==> config.mk <==
export PLATFORM = sky130hd
export DESIGN_NAME = ssp_top
export DESIGN_NICKNAME = d
export VERILOG_FILES = /design/src/ssp_pkg.sv /design/src/ssp_pulse_if.sv /design/src/ssp_top.sv /design/src/ssp_scale.sv /design/src/ssp_pulse_dec.sv
export VERILOG_INCLUDE_DIRS = /design/src
export SDC_FILE = /design/constraint.sdc
export NUM_CORES = 2
export LEC_CHECK = 0
export ABC_AREA = 1
export CORE_MARGIN = 3
export CORE_UTILIZATION = 34
export CTS_CLUSTER_DIAMETER = 80
export DETAILED_ROUTE_END_ITERATION = 12
export DONT_BUFFER_PORTS = 1
export PLACE_DENSITY = 0.52
export SLEW_MARGIN = 20
export SYNTH_ARGS = -nofsm -noshare
export SYNTH_HDL_FRONTEND = slang
export SYNTH_SLANG_ARGS = --single-unit
==> constraint.sdc <==
create_clock -name mclk_i -period 12.06 [get_ports mclk_i]
set_input_delay 1.809 -clock mclk_i [delete_from_list [all_inputs] [get_ports mclk_i]]
set_output_delay 1.809 -clock mclk_i [all_outputs]
set_load 0.05 [all_outputs]
==> src/ssp_map.svh <==
`ifndef SSP_MAP_SVH
`define SSP_MAP_SVH
`define SSP_CLK_HZ 200000000
`define SSP_ZSP_DEFAULT 16'h0032
`define SSP_ZSP_HYST 16'h0014
`define SSP_TOGGLE_MS 500
`define SSP_TOGGLE_CYC ((`SSP_CLK_HZ / 1000) * `SSP_TOGGLE_MS)
`define SSP_ON_DELAY_MS 3000
`define SSP_ON_DELAY_CYC ((`SSP_CLK_HZ / 1000) * `SSP_ON_DELAY_MS)
`define SSP_OC_RATE_HZ 200000
`define SSP_DIFF_RATE_HZ 4000000
`define SSP_FILT_OC_CYC (`SSP_CLK_HZ / `SSP_OC_RATE_HZ / 4)
`define SSP_FILT_MID_CYC (`SSP_CLK_HZ / 1000000 / 4)
`define SSP_FILT_FAST_CYC 1
`define SSP_ABS_OPT_DIO 4'h1
`define SSP_RES_SEL_14 4'h2
`define SSP_ADDR_ZSP 12'h000
`define SSP_ADDR_PULSE 12'h004
`define SSP_ADDR_OPT 12'h008
`define SSP_ADDR_TFS 12'h00c
`define SSP_ADDR_SFS 12'h010
`define SSP_ADDR_DOUT 12'h014
`define SSP_ADDR_STAT 12'h018
`define SSP_ADDR_PCNT 12'h01c
`define SSP_ADDR_ANA 12'h020
`define SSP_ADDR_ANB 12'h024
`define SSP_PULSE_RST 32'h00000000
`define SSP_OPT_RST 32'h00000000
`define SSP_FS_RST 16'hffff
`endif

==> src/ssp_pkg.sv <==
package ssp_pkg;
  typedef enum logic [1:0] {fmt_fwd_rev, fmt_pulse_dir, fmt_quad, fmt_rsvd} ssp_fmt_t;
  typedef enum {st_boot, st_off, st_on, st_blink} ssp_fw_state_t;
endpackage

==> src/ssp_pulse_if.sv <==
`timescale 1ns/1ps
interface ssp_pulse_if;
  logic [1:0] fmt;
  logic neg_logic;
  logic [1:0] filt;
  logic fwd;
  logic rev;
  logic step;
  logic dir_rev;
  modport dec (input fmt, input neg_logic, input filt, input fwd, input rev, output step, output dir_rev);
  modport ctl (output fmt, output neg_logic, output filt, output fwd, output rev, input step, input dir_rev);
endinterface

==> src/ssp_top.sv <==
// Added by the designer: the APB slave port and the register addresses.
`timescale 1ns/1ps
`include "ssp_map.svh"
module ssp_top #(
  parameter int TOGGLE_CYC = `SSP_TOGGLE_CYC,
  parameter int ON_DELAY_CYC = `SSP_ON_DELAY_CYC,
  parameter int SPD_W = 16,
  parameter int ADC_W = 16
) (
  input wire logic mclk_i,
  input wire logic rst_i,
  input wire logic psel_i,
  input wire logic penable_i,
  input wire logic pwrite_i,
  input wire logic [11:0] paddr_i,
  input wire logic [31:0] pwdata_i,
  output logic [31:0] prdata_o,
  output logic pready_o,
  output logic pslverr_o,
  input wire logic servo_on_i,
  input wire logic alarm_i,
  input wire logic warning_i,
  input wire logic battery_warning_i,
  input wire logic batteryless_enc_i,
  input wire logic torque_mode_i,
  input wire logic torque_generating_i,
  input wire logic enhanced_variant_i,
  input wire logic bus_only_variant_i,
  input wire logic signed [SPD_W-1:0] motor_speed_i,
  input wire logic [15:0] speed_limit_param_i,
  input wire logic [15:0] torque_abs_i,
  input wire logic [15:0] torque_limit_param_i,
  input wire logic [15:0] max_torque_i,
  input wire logic [15:0] max_speed_i,
  input wire logic abs_transfer_mode_i,
  input wire logic abs_bit0_i,
  input wire logic abs_bit1_i,
  input wire logic abs_ready_i,
  input wire logic pulse_permit_assigned_i,
  input wire logic pulse_permit_input_i,
  input wire logic [11:0] analog_torque_limit_i,
  input wire logic signed [ADC_W-1:0] analog_torque_command_i,
  input wire logic signed [ADC_W-1:0] analog_speed_command_i,
  input wire logic signed [ADC_W-1:0] analog_speed_limit_i,
  input wire logic forward_pulse_in_i,
  input wire logic reverse_pulse_in_i,
  output logic brake_interlock_o,
  output logic speed_limit_active_o,
  output logic zero_speed_flag_o,
  output logic torque_limit_active_o,
  output logic abs_data_bit_low_o,
  output logic abs_data_bit_high_o,
  output logic abs_data_ready_o,
  output logic fault_or_warning_o,
  output logic battery_warning_flag_o,
  output logic pulse_input_permitted_o,
  output logic general_output_a_o,
  output logic general_output_b_o,
  output logic general_output_c_o,
  output logic pulse_step_o,
  output logic pulse_dir_rev_o,
  output logic [31:0] pulse_count_o,
  output logic [15:0] torque_limit_o,
  output logic signed [16:0] torque_cmd_o,
  output logic signed [16:0] speed_cmd_o,
  output logic signed [16:0] speed_limit_o
);
  function automatic logic [15:0] mag16(input logic signed [SPD_W-1:0] v);
    logic signed [SPD_W-1:0] a;
    a = (v < 0) ? -v : v;
    return 16'(a);
  endfunction

  logic [15:0] zsp_thr_q;
  logic [31:0] pulse_cfg_q;
  logic [31:0] opt_q;
  logic [15:0] torque_fs_q;
  logic [15:0] speed_fs_q;
  logic [2:0] dout_q;
  logic [31:0] cnt_q;

  // APB: zero wait, one access cycle
  logic wr_en;
  assign wr_en = psel_i & penable_i & pwrite_i;
  always_ff @(posedge mclk_i)
  begin
    if (rst_i)
    begin
      zsp_thr_q <= `SSP_ZSP_DEFAULT;
      pulse_cfg_q <= `SSP_PULSE_RST;
      opt_q <= `SSP_OPT_RST;
      torque_fs_q <= `SSP_FS_RST;
      speed_fs_q <= `SSP_FS_RST;
      dout_q <= 3'h0;
    end
    else if (wr_en)
    begin
      case (paddr_i)
        `SSP_ADDR_ZSP: zsp_thr_q <= pwdata_i[15:0];
        `SSP_ADDR_PULSE: pulse_cfg_q <= pwdata_i;
        `SSP_ADDR_OPT: opt_q <= pwdata_i;
        `SSP_ADDR_TFS: torque_fs_q <= pwdata_i[15:0];
        `SSP_ADDR_SFS: speed_fs_q <= pwdata_i[15:0];
        `SSP_ADDR_DOUT: dout_q <= pwdata_i[2:0];
        default: ;
      endcase
    end
  end

  logic known_addr;
  always_comb
  begin
    case (paddr_i)
      `SSP_ADDR_ZSP, `SSP_ADDR_PULSE, `SSP_ADDR_OPT, `SSP_ADDR_TFS, `SSP_ADDR_SFS,
      `SSP_ADDR_DOUT, `SSP_ADDR_STAT, `SSP_ADDR_PCNT, `SSP_ADDR_ANA, `SSP_ADDR_ANB: known_addr = 1'b1;
      default: known_addr = 1'b0;
    endcase
  end

  logic [31:0] rd_mux;
  always_comb
  begin
    case (paddr_i)
      `SSP_ADDR_ZSP: rd_mux = {16'h0000, zsp_thr_q};
      `SSP_ADDR_PULSE: rd_mux = pulse_cfg_q;
      `SSP_ADDR_OPT: rd_mux = opt_q;
      `SSP_ADDR_TFS: rd_mux = {16'h0000, torque_fs_q};
      `SSP_ADDR_SFS: rd_mux = {16'h0000, speed_fs_q};
      `SSP_ADDR_DOUT: rd_mux = {29'h00000000, dout_q};
      `SSP_ADDR_STAT: rd_mux = {19'h00000, general_output_c_o, general_output_b_o, general_output_a_o,
        pulse_input_permitted_o, battery_warning_flag_o, fault_or_warning_o, abs_data_ready_o,
        abs_data_bit_high_o, abs_data_bit_low_o, torque_limit_active_o, zero_speed_flag_o,
        speed_limit_active_o, brake_interlock_o};
      `SSP_ADDR_PCNT: rd_mux = cnt_q;
      `SSP_ADDR_ANA: rd_mux = {torque_limit_o[11:0], 3'h0, torque_cmd_o};
      `SSP_ADDR_ANB: rd_mux = {speed_limit_o[15:0], speed_cmd_o[15:0]};
      default: rd_mux = 32'h00000000;
    endcase
  end

  always_ff @(posedge mclk_i)
  begin
    if (rst_i)
    begin
      prdata_o <= 32'h00000000;
      pready_o <= 1'b0;
      pslverr_o <= 1'b0;
    end
    else
    begin
      pready_o <= psel_i & ~penable_i;
      pslverr_o <= psel_i & ~penable_i & ~known_addr;
      if (psel_i & ~penable_i & ~pwrite_i)
        prdata_o <= rd_mux;
    end
  end

  // Brake, speed limit, torque limit
  always_ff @(posedge mclk_i)
  begin
    if (rst_i)
    begin
      brake_interlock_o <= 1'b0;
      speed_limit_active_o <= 1'b0;
      torque_limit_active_o <= 1'b0;
    end
    else
    begin
      brake_interlock_o <= servo_on_i & ~alarm_i;
      speed_limit_active_o <= servo_on_i & torque_mode_i & ((mag16(motor_speed_i) >= speed_limit_param_i)
        | ({1'b0, mag16(motor_speed_i)} >= speed_limit_o));
      torque_limit_active_o <= servo_on_i & torque_generating_i & ~torque_mode_i
        & ((torque_abs_i >= torque_limit_param_i) | (torque_abs_i >= torque_limit_o));
    end
  end

  // Zero speed with hysteresis on magnitude
  logic [16:0] zsp_off;
  assign zsp_off = {1'b0, zsp_thr_q} + {1'b0, `SSP_ZSP_HYST};
  always_ff @(posedge mclk_i)
  begin
    if (rst_i)
      zero_speed_flag_o <= 1'b0;
    else if ({1'b0, mag16(motor_speed_i)} >= zsp_off)
      zero_speed_flag_o <= 1'b0;
    else if (mag16(motor_speed_i) <= zsp_thr_q)
      zero_speed_flag_o <= 1'b1;
  end

  // Absolute position routing
  logic abs_route;
  assign abs_route = abs_transfer_mode_i & (opt_q[3:0] == `SSP_ABS_OPT_DIO);
  always_ff @(posedge mclk_i)
  begin
    if (rst_i)
    begin
      abs_data_bit_low_o <= 1'b0;
      abs_data_bit_high_o <= 1'b0;
      abs_data_ready_o <= 1'b0;
    end
    else
    begin
      abs_data_bit_low_o <= abs_route & abs_bit0_i;
      abs_data_bit_high_o <= abs_route & abs_bit1_i;
      abs_data_ready_o <= abs_route & abs_ready_i;
    end
  end

  // Fault/warning output
  ssp_pkg::ssp_fw_state_t fw_q;
  logic [31:0] fw_cnt_q;
  logic other_warn;
  assign other_warn = warning_i & ~battery_warning_i;
  always_ff @(posedge mclk_i)
  begin
    if (rst_i)
    begin
      fw_q <= ssp_pkg::st_boot;
      fw_cnt_q <= 32'h00000000;
      fault_or_warning_o <= 1'b0;
    end
    else
    begin
      case (fw_q)
        ssp_pkg::st_boot:
        begin
          fault_or_warning_o <= 1'b0;
          if (alarm_i)
            fw_q <= ssp_pkg::st_off;
          else if (fw_cnt_q >= 32'(ON_DELAY_CYC - 1))
          begin
            fw_q <= other_warn ? ssp_pkg::st_blink : ssp_pkg::st_on;
            fault_or_warning_o <= 1'b1;
            fw_cnt_q <= 32'h00000000;
          end
          else
            fw_cnt_q <= fw_cnt_q + 32'h00000001;
        end
        ssp_pkg::st_off:
        begin
          fault_or_warning_o <= 1'b0;
          // Stays latched off; an alarm clears only by reset
        end
        ssp_pkg::st_on:
        begin
          if (alarm_i)
          begin
            fw_q <= ssp_pkg::st_off;
            fault_or_warning_o <= 1'b0;
          end
          else if (other_warn)
          begin
            fw_q <= ssp_pkg::st_blink;
            fw_cnt_q <= 32'h00000000;
          end
          else
            fault_or_warning_o <= 1'b1;
        end
        ssp_pkg::st_blink:
        begin
          if (alarm_i)
          begin
            fw_q <= ssp_pkg::st_off;
            fault_or_warning_o <= 1'b0;
          end
          else if (!other_warn)
          begin
            fw_q <= ssp_pkg::st_on;
            fault_or_warning_o <= 1'b1;
          end
          else if (fw_cnt_q >= 32'(TOGGLE_CYC - 1))
          begin
            fault_or_warning_o <= ~fault_or_warning_o;
            fw_cnt_q <= 32'h00000000;
          end
          else
            fw_cnt_q <= fw_cnt_q + 32'h00000001;
        end
        default: fw_q <= ssp_pkg::st_boot;
      endcase
    end
  end

  // Battery flag, pulse permit, general outputs
  always_ff @(posedge mclk_i)
  begin
    if (rst_i)
    begin
      battery_warning_flag_o <= 1'b0;
      pulse_input_permitted_o <= 1'b0;
      general_output_a_o <= 1'b0;
      general_output_b_o <= 1'b0;
      general_output_c_o <= 1'b0;
    end
    else
    begin
      battery_warning_flag_o <= battery_warning_i & ~batteryless_enc_i;
      pulse_input_permitted_o <= ~pulse_permit_assigned_i | pulse_permit_input_i;
      general_output_a_o <= dout_q[0] & ~bus_only_variant_i;
      general_output_b_o <= dout_q[1] & ~bus_only_variant_i;
      general_output_c_o <= dout_q[2] & ~bus_only_variant_i;
    end
  end

  // Analog inputs
  always_ff @(posedge mclk_i)
  begin
    if (rst_i)
      torque_limit_o <= 16'h0000;
    else
      torque_limit_o <= ({4'h0, analog_torque_limit_i} >= max_torque_i) ? max_torque_i
        : {4'h0, analog_torque_limit_i};
  end

  logic [3:0] res_sel;
  logic signed [ADC_W-1:0] spd_cmd_q, spd_lim_q;
  assign res_sel = opt_q[7:4];
  // Low bits masked so the 14-bit mode holds the same full scale
  always_comb
  begin
    spd_cmd_q = analog_speed_command_i;
    spd_lim_q = analog_speed_limit_i;
    if (!enhanced_variant_i || res_sel == `SSP_RES_SEL_14)
    begin
      spd_cmd_q[1:0] = 2'b00;
      spd_lim_q[1:0] = 2'b00;
    end
  end

  ssp_scale #(.W(ADC_W)) u_tcmd (
    .mclk_i(mclk_i),
    .rst_i(rst_i),
    .raw_i(analog_torque_command_i),
    .full_scale_i(torque_fs_q),
    .max_i(max_torque_i),
    .val_o(torque_cmd_o)
  );
  ssp_scale #(.W(ADC_W)) u_scmd (
    .mclk_i(mclk_i),
    .rst_i(rst_i),
    .raw_i(spd_cmd_q),
    .full_scale_i(speed_fs_q),
    .max_i(max_speed_i),
    .val_o(speed_cmd_o)
  );
  ssp_scale #(.W(ADC_W)) u_slim (
    .mclk_i(mclk_i),
    .rst_i(rst_i),
    .raw_i(spd_lim_q),
    .full_scale_i(speed_fs_q),
    .max_i(max_speed_i),
    .val_o(speed_limit_o)
  );

  // Command pulse input
  ssp_pulse_if pif();
  assign pif.fmt = pulse_cfg_q[1:0];
  assign pif.neg_logic = pulse_cfg_q[4];
  assign pif.filt = pulse_cfg_q[9:8];
  assign pif.fwd = forward_pulse_in_i;
  assign pif.rev = reverse_pulse_in_i;
  ssp_pulse_dec u_dec (
    .mclk_i(mclk_i),
    .rst_i(rst_i),
    .pif(pif)
  );
  always_ff @(posedge mclk_i)
  begin
    if (rst_i)
    begin
      pulse_step_o <= 1'b0;
      pulse_dir_rev_o <= 1'b0;
      cnt_q <= 32'h00000000;
      pulse_count_o <= 32'h00000000;
    end
    else
    begin
      pulse_step_o <= pif.step & pulse_input_permitted_o;
      if (pif.step & pulse_input_permitted_o)
      begin
        pulse_dir_rev_o <= pif.dir_rev;
        cnt_q <= pif.dir_rev ? cnt_q - 32'h00000001 : cnt_q + 32'h00000001;
      end
      pulse_count_o <= cnt_q;
    end
  end
endmodule

==> src/ssp_scale.sv <==
`timescale 1ns/1ps
module ssp_scale #(
  parameter int W = 16
) (
  input wire logic mclk_i,
  input wire logic rst_i,
  input wire logic signed [W-1:0] raw_i,
  input wire logic [15:0] full_scale_i,
  input wire logic [15:0] max_i,
  output logic signed [16:0] val_o
);
  logic signed [W+16:0] prod;
  logic signed [16:0] sc;
  logic signed [16:0] mx;
  always_comb
  begin
    prod = raw_i * $signed({1'b0, full_scale_i});
    sc = 17'((prod + $signed((W + 17)'(1) <<< (W - 2))) >>> (W - 1));
    mx = $signed({1'b0, max_i});
    if (sc > mx)
      sc = mx;
    else if (sc < -mx)
      sc = -mx;
  end
  always_ff @(posedge mclk_i)
  begin
    if (rst_i)
      val_o <= 17'h00000;
    else
      val_o <= sc;
  end
endmodule

==> src/ssp_pulse_dec.sv <==
`timescale 1ns/1ps
`include "ssp_map.svh"
module ssp_pulse_dec (
  input wire logic mclk_i,
  input wire logic rst_i,
  ssp_pulse_if.dec pif
);
  logic [1:0] filt_a_q, filt_b_q;
  logic a_q, b_q;
  logic [7:0] cnt_a_q, cnt_b_q;
  logic [7:0] lim;
  logic a_in, b_in;
  assign a_in = pif.fwd ^ pif.neg_logic;
  assign b_in = pif.rev ^ pif.neg_logic;
  always_comb
  begin
    case (pif.filt)
      2'h0: lim = 8'(`SSP_FILT_FAST_CYC);
      2'h1: lim = 8'(`SSP_FILT_MID_CYC);
      default: lim = 8'(`SSP_FILT_OC_CYC);
    endcase
  end
  always_ff @(posedge mclk_i)
  begin
    if (rst_i)
    begin
      filt_a_q <= 2'h0;
      filt_b_q <= 2'h0;
      cnt_a_q <= 8'h00;
      cnt_b_q <= 8'h00;
      a_q <= 1'b0;
      b_q <= 1'b0;
    end
    else
    begin
      filt_a_q <= {filt_a_q[0], a_in};
      filt_b_q <= {filt_b_q[0], b_in};
      if (filt_a_q[1] == a_q)
        cnt_a_q <= 8'h00;
      else if (cnt_a_q + 8'h01 >= lim)
      begin
        a_q <= filt_a_q[1];
        cnt_a_q <= 8'h00;
      end
      else
        cnt_a_q <= cnt_a_q + 8'h01;
      if (filt_b_q[1] == b_q)
        cnt_b_q <= 8'h00;
      else if (cnt_b_q + 8'h01 >= lim)
      begin
        b_q <= filt_b_q[1];
        cnt_b_q <= 8'h00;
      end
      else
        cnt_b_q <= cnt_b_q + 8'h01;
    end
  end
  logic a_prev_q, b_prev_q;
  always_ff @(posedge mclk_i)
  begin
    if (rst_i)
    begin
      a_prev_q <= 1'b0;
      b_prev_q <= 1'b0;
    end
    else
    begin
      a_prev_q <= a_q;
      b_prev_q <= b_q;
    end
  end
  logic ea, eb;
  assign ea = a_q ^ a_prev_q;
  assign eb = b_q ^ b_prev_q;
  always_comb
  begin
    pif.step = 1'b0;
    pif.dir_rev = 1'b0;
    case (ssp_pkg::ssp_fmt_t'(pif.fmt))
      ssp_pkg::fmt_fwd_rev:
      begin
        // Simultaneous edges cancel rather than guess a direction
        pif.step = (a_q & ~a_prev_q) ^ (b_q & ~b_prev_q);
        pif.dir_rev = b_q & ~b_prev_q;
      end
      ssp_pkg::fmt_pulse_dir:
      begin
        pif.step = a_q & ~a_prev_q;
        pif.dir_rev = b_q;
      end
      ssp_pkg::fmt_quad:
      begin
        pif.step = ea ^ eb;
        pif.dir_rev = ea ? (a_q == b_q) : (a_q != b_q);
      end
      default:
      begin
        pif.step = 1'b0;
        pif.dir_rev = 1'b0;
      end
    endcase
  end
endmodule

Yosys cells after proc, flatten, opt, wreduce, memory -nomap -nowiden
Index checks and enable logic that the tools add are counted.
{"block": "totals", "out_inout_bits": 148, "register_bits": 383, "input_bits": 222, "word_cells": 224}
{"block": "classes", "addsub": 12, "eq_ne": 31, "bitwise_logic": 48, "muxes": 41, "magnitude_cmp": 18, "n_reduce_logical": 27, "multipliers": 3}
{"op": "32-bit 2-to-1 mux", "count": 14}
{"op": "32-bit case mux with 10 select lines", "count": 1}
{"op": "32-bit case mux with 4 select lines", "count": 1}
{"op": "32-bit by 16-bit adder with 32-bit output, second input constant", "count": 3}
{"op": "16-bit by 17-bit multiplier with 32-bit output", "count": 3}
{"op": "32-bit case mux with 3 select lines", "count": 1}
{"op": "32-bit by 1-bit adder with 32-bit output, second input constant", "count": 2}
{"op": "32-bit by 2-bit == test with 1-bit output, second input constant", "count": 2}
{"op": "16-bit 2-to-1 mux", "count": 4}
{"op": "17-bit > comparator", "count": 3}
{"op": "17-bit < comparator", "count": 3}
{"op": "17-bit 2-to-1 mux", "count": 3}
{"op": "12-bit by 5-bit == test with 1-bit output, second input constant", "count": 4}
{"op": "16-bit >= comparator", "count": 3}
{"op": "16-bit by 17-bit >= comparator with 1-bit output", "count": 2}
{"op": "16-bit negator with 17-bit output", "count": 2}
{"op": "32-bit by 1-bit == test with 1-bit output, second input constant", "count": 1}
{"op": "32-bit by 27-bit >= comparator with 1-bit output, second input constant", "count": 1}
{"op": "32-bit by 30-bit >= comparator with 1-bit output, second input constant", "count": 1}
{"op": "32-bit zero test", "count": 1}
{"op": "32-bit by 1-bit subtractor with 32-bit output, second input constant", "count": 1}
{"op": "12-bit by 4-bit == test with 1-bit output, second input constant", "count": 2}
{"op": "12-bit by 6-bit == test with 1-bit output, second input constant", "count": 2}
{"op": "1-bit AND", "count": 23}
{"op": "39 further kinds", "count": 97}

Depth between registers and ports, before layout
{"block": "depth", "depth_word": 8, "depth_mapped": 49, "mapped_depth_nobuf": 49}

By module
A second synthesis with hierarchy kept.
{"block": "hier_totals", "hier_cells": 7226, "area_unflattened_um2": 51640.8}
{"module": "ssp_top", "area_each_um2": 16524.6, "cells_each": 2332, "instances": 1}
{"module": "ssp_scale (u_tcmd)", "area_each_um2": 11277.1, "cells_each": 1587, "instances": 1}
{"module": "ssp_scale (u_scmd)", "area_each_um2": 11238.3, "cells_each": 1545, "instances": 1}
{"module": "ssp_scale (u_slim)", "area_each_um2": 11182.0, "cells_each": 1577, "instances": 1}
{"module": "ssp_pulse_dec", "area_each_um2": 1418.9, "cells_each": 185, "instances": 1}

Worst setup path after synthesis
OpenSTA, ideal clock, no wires.
{"block": "synth_path", "kind": "input port to flip-flop", "start": "in analog_speed_limit_i[8]", "end": "reg u_slim.val_o[2]", "arrival_time_ns": 9.004, "path_slack_ns": 2.923, "n_path_buf": 5, "path_stages": 37, "cell_sequence": "clkbuf_1 -> clkbuf_1 -> nand2_1 -> fa_1 -> inv_1 -> fa_1 -> inv_1 -> fa_1 -> inv_1 -> fa_1 -> fa_1 -> inv_1 -> fa_1 -> inv_1 -> ha_1 -> nand2_1 -> nor2_1 -> inv_1 -> o21ai_0 -> o21bai_2 -> nand3_1 -> nand2_1 -> nand2_1 -> and2_1 -> buf_4 -> buf_6 -> inv_1 -> ha_1 -> nand2_1 -> nor2_1 -> a2111oi_0 -> nand2_1 -> nand2_2 -> buf_4 -> nand3_1 -> nand3_1 -> a21oi_1"}
{"block": "synth_between", "elab_chain_cells": 5}
{"item": "start, declared", "line_no": "ssp_top.sv:44", "source": "input wire logic signed [ADC_W-1:0] analog_speed_limit_i,"}
{"item": "16-bit by 17-bit multiplier with 32-bit output (*)", "line_no": "ssp_scale.sv:17", "source": "prod = raw_i * $signed({1'b0, full_scale_i});"}
{"item": "32-bit by 16-bit adder with 32-bit output (*)", "line_no": "ssp_scale.sv:18", "source": "sc = 17'((prod + $signed((W + 17)'(1) <<< (W - 2))) >>> (W - 1));"}
{"item": "17-bit < comparator", "line_no": "ssp_scale.sv:22", "source": "else if (sc < -mx)"}
{"item": "17-bit 2-to-1 mux", "line_no": "ssp_scale.sv:22"}
{"item": "16-bit 2-to-1 mux (*)", "line_no": "ssp_scale.sv:20", "source": "if (sc > mx)"}
{"item": "end signal, assigned", "line_no": "ssp_scale.sv:28", "source": "val_o <= 17'h00000;"}
{"item": "end signal, assigned", "line_no": "ssp_scale.sv:30", "source": "val_o <= sc;"}
{"item": "end, declared", "line_no": "ssp_scale.sv:10", "source": "output logic signed [16:0] val_o"}
Mark *: on every way between the ends. The rest lies on a longest branch, timed or not.
A chain may end at the register's enable or synchronous reset.

Final worst setup path
{"block": "layout_path", "start": "in analog_speed_limit_i[1]", "end": "reg u_slim.val_o[13]"}
{"block": "layout_between", "elab_chain_cells": 6}
{"item": "2-bit 2-to-1 mux (*)", "line_no": "ssp_top.sv:323", "source": "if (!enhanced_variant_i || res_sel == `SSP_RES_SEL_14)"}
{"item": "16-bit by 17-bit multiplier with 32-bit output (*)", "line_no": "ssp_scale.sv:17"}
{"item": "32-bit by 16-bit adder with 32-bit output (*)", "line_no": "ssp_scale.sv:18"}
{"item": "17-bit < comparator", "line_no": "ssp_scale.sv:22"}
{"item": "17-bit 2-to-1 mux", "line_no": "ssp_scale.sv:22"}
{"item": "16-bit 2-to-1 mux (*)", "line_no": "ssp_scale.sv:20"}
Marks and branches as above.

==> results.sh <==
export IMPL_crit_reg2reg_launch="opt_q[5]"
export IMPL_drtPass1Iterations=6
export IMPL_cp_startpoint="analog_speed_limit_i[1]"
export IMPL_crit_required_ps=12550
export IMPL_outcome="finished, final reports clean"
export IMPL_fin_crit_ps=9580
export IMPL_rows=139
export IMPL_synth_seq_cells=353
export IMPL_syn_area_mm2=0.0497
export IMPL_cts_tree="yes"
export IMPL_async_reset_ff_share_pct=0
export IMPL_syn_inst=6876
export IMPL_rsz0062_at_grt="no"
export IMPL_die_area_mm2=0.151
export IMPL_post_drt_wl_per_cell_um=21.0
export IMPL_worstSetupPathType="in2reg"
export IMPL_hp_start="u_dec.filt_a_q[0]"
export IMPL_setup_viol=0
export IMPL_root_buffer="clkbuf_16"
export IMPL_critPathLaunchType="input pin"
export IMPL_hold_path_class="reg2reg"
export IMPL_fin_util_pct=36.5
export IMPL_initial_core_util_pct=34.4
export IMPL_synth_top_family_by_area="adder cells"
export IMPL_synth_seq_area_share_pct=14.2
export IMPL_grt_first_pass_wirelength_um=276000
export IMPL_cp_max_fo=16
export IMPL_drc=0
export IMPL_grt_pass1_vias=44600
export IMPL_worstSkewPairLatency_ps=560
export IMPL_final_layout_size_suffix_gt1_share_pct=2.95
export IMPL_vias=43900
export IMPL_nets=8093
export IMPL_fin_crit_sh_pct=79.5
export IMPL_synthAdderAreaFrac_pct=38.4
export IMPL_worst_slew_pin_slew_ps=1190
export IMPL_grtUsageTotal_pct=23.7
export IMPL_cp_slowest_cell="a2111oi_1"
export IMPL_core_mm2=0.145
export IMPL_ctsResizeCount=0
export IMPL_max_cap_viol_count=0
export IMPL_antenna_found_initial=5
export IMPL_tns_ps=0
export IMPL_cts_setup_buffers=0
export IMPL_cts_sinks=353
export IMPL_grt_max_degree=110
export IMPL_htree_levels=2
export IMPL_crit_end="u_slim.val_o[13]"
export IMPL_via_per_inst=5.09
export IMPL_synthXorXnorAreaFrac_pct=2.39
export IMPL_fill_cells=15400
export IMPL_antenna_left=0
export IMPL_r2r_slack_ps=2940
export IMPL_postCtsHoldBufs=0
export IMPL_synthMuxAreaShare_pct=0
export IMPL_cp_arrival_ps=10070
export IMPL_r2r_end="u_slim.val_o[13]"
export IMPL_synth_area_per_cell_um2=7.23
export IMPL_finClkSkew_ps=24.2
export IMPL_yosysWarnings=0
export IMPL_clkSlewWorstSetupHoldPaths_ps=60
export IMPL_boundaryPins=370
export IMPL_fmax_mhz=104
export IMPL_die_x_um=389
export IMPL_clk_path_buf_depth=3
export IMPL_slew_viol_final=0
export IMPL_final_common_cell="inv_1"
export IMPL_io_buffers=0
export IMPL_max_stage_delay_ps=710
export IMPL_die_h_um=389
export IMPL_hpwl_um=148000
export IMPL_synthFlopType="dfxtp_1"
export IMPL_synth_compound_area_share_pct=10.3
export IMPL_worstRegToRegCells=34
export IMPL_wirelength_um=181000
export IMPL_synthSimpleGateAreaFrac_pct=20.1
export IMPL_numCtsBuffers=37
export IMPL_synth_edf_count=0
export IMPL_critPathCaptureType="flop"
export IMPL_hold_violations=0
export IMPL_syn_to_final_growth_pct=6.17
export IMPL_layout_common_cells="1,625 x inv_1, 1,474 x nand2_1, 592 x ha_1, 583 x fa_1, 414 x nor2_1"
export IMPL_yosysUniqueCellTypes=70
export IMPL_drt_iter0_drc=3327
export IMPL_routabilityCongestion=0.978
export IMPL_grt_overflow_total=0
export IMPL_maxSlewHeadroom_pct=21.0
layer usage:
metal | GRT usage (%) | vias to the layer above | share of wire [%]
met5 | 0 | - | 0.029
met4 | 5.95 | 3 | 2.9
met1 | 30.1 | 21500 | 42
li1 | - | 20800 | -
met2 | 41.4 | 1319 | 48
met3 | 4.49 | 229 | 7.2
final cells by class:
type	count	area, um2	share of cell area [%]
Tap cell	1903	2380	4.51
Sequential cell	353	7070	13.4
Clock inverter	16	236	0.448
Inverter	1646	6190	11.7
Multi-Input combinational cell	4607	35500	67.2
Clock buffer	48	1070	2.02
Antenna cell	5	12.5	0.0237
Timing Repair Buffer	51	383	0.725
stage by stage:
step	cells	instance area (um2)	setup slack, ps	hold WS (ps)
after floorplan	6879	49800	2920	388
after detailed placement	8560	51500	1790	403
after global placement	8560	51500	1960	405
final	8629	52800	2480	412
after global routing	8624	52800	2000	453
after CTS	8624	52800	2370	419
cells in the mapped netlist, drive strengths merged (9+ instances only):
cell | number | area (um2)
xor2 | 98 | 858
o21ai | 240 | 1200
a21oi | 374 | 1870
a221oi | 30 | 263
and2 | 11 | 70.1
nor3 | 78 | 400
nand4 | 53 | 332
dfxtp | 353 | 7070
o221ai | 15 | 131
xnor2 | 38 | 333
ha | 592 | 7410
clkbuf | 239 | 897
nand2 | 1497 | 5690
o211ai | 44 | 335
fa | 583 | 11700
inv | 1640 | 6160
or2 | 16 | 100
nor2 | 425 | 1620
a21o | 18 | 135
nor4 | 26 | 163
o21bai | 10 | 78.8
a31oi | 33 | 206
o22ai | 61 | 382
nand3b | 31 | 233
a211oi | 9 | 67.6
buf | 34 | 184
o31ai | 10 | 88.8
nand3 | 257 | 1330
o21a | 16 | 120
registers in the layout (all words and copies together) (netlist names), 2 cells and up:
signal	cells
pulse_cfg_q	32
u_scmd.val_o	17
u_dec.cnt_b_q	8
torque_limit_o	16
u_dec.cnt_a_q	8
u_dec.filt_b_q	2
zsp_thr_q	16
fw_q	2
cnt_q	32
u_tcmd.val_o	17
fw_cnt_q	32
u_dec.filt_a_q	2
dout_q	3
opt_q	32
torque_fs_q	16
pulse_count_o	32
u_slim.val_o	17
speed_fs_q	16
prdata_o	32
kinds of logic (layout without fill, tap and decap cells):
group           count (synthesis)  after routing
compound gates                889            889
xor+xnor                      136            136
fa+ha+maj                    1175           1175
buf+inv                      1919           1761
flops                         353            353
other cells                     1              9
simple gates                 2403           2403
worst min path at each step:
stage / to / slack [ps] / cells past startpoint
after floorplan: u_dec.filt_a_q[1] / 390 / 2
after global placement: u_dec.filt_a_q[1] / 410 / 2
after detailed placement: u_dec.filt_a_q[1] / 400 / 2
after CTS: u_dec.filt_a_q[1] / 420 / 2
after global routing: u_dec.filt_a_q[1] / 450 / 2
final: u_dec.filt_a_q[1] / 410 / 2
worst max-delay path, delay by kind of cell:
kind	cells	cell delay, ps
AO/OA/AOI/OAI	6	1720
adder cells (fa/ha/maj)	8	3720
buffers and inverters	6	640
AND/OR/NAND/NOR	11	2160
Power is not shown: default switching activity piles up to over one toggle a cycle in this logic, so the estimate is an artifact.
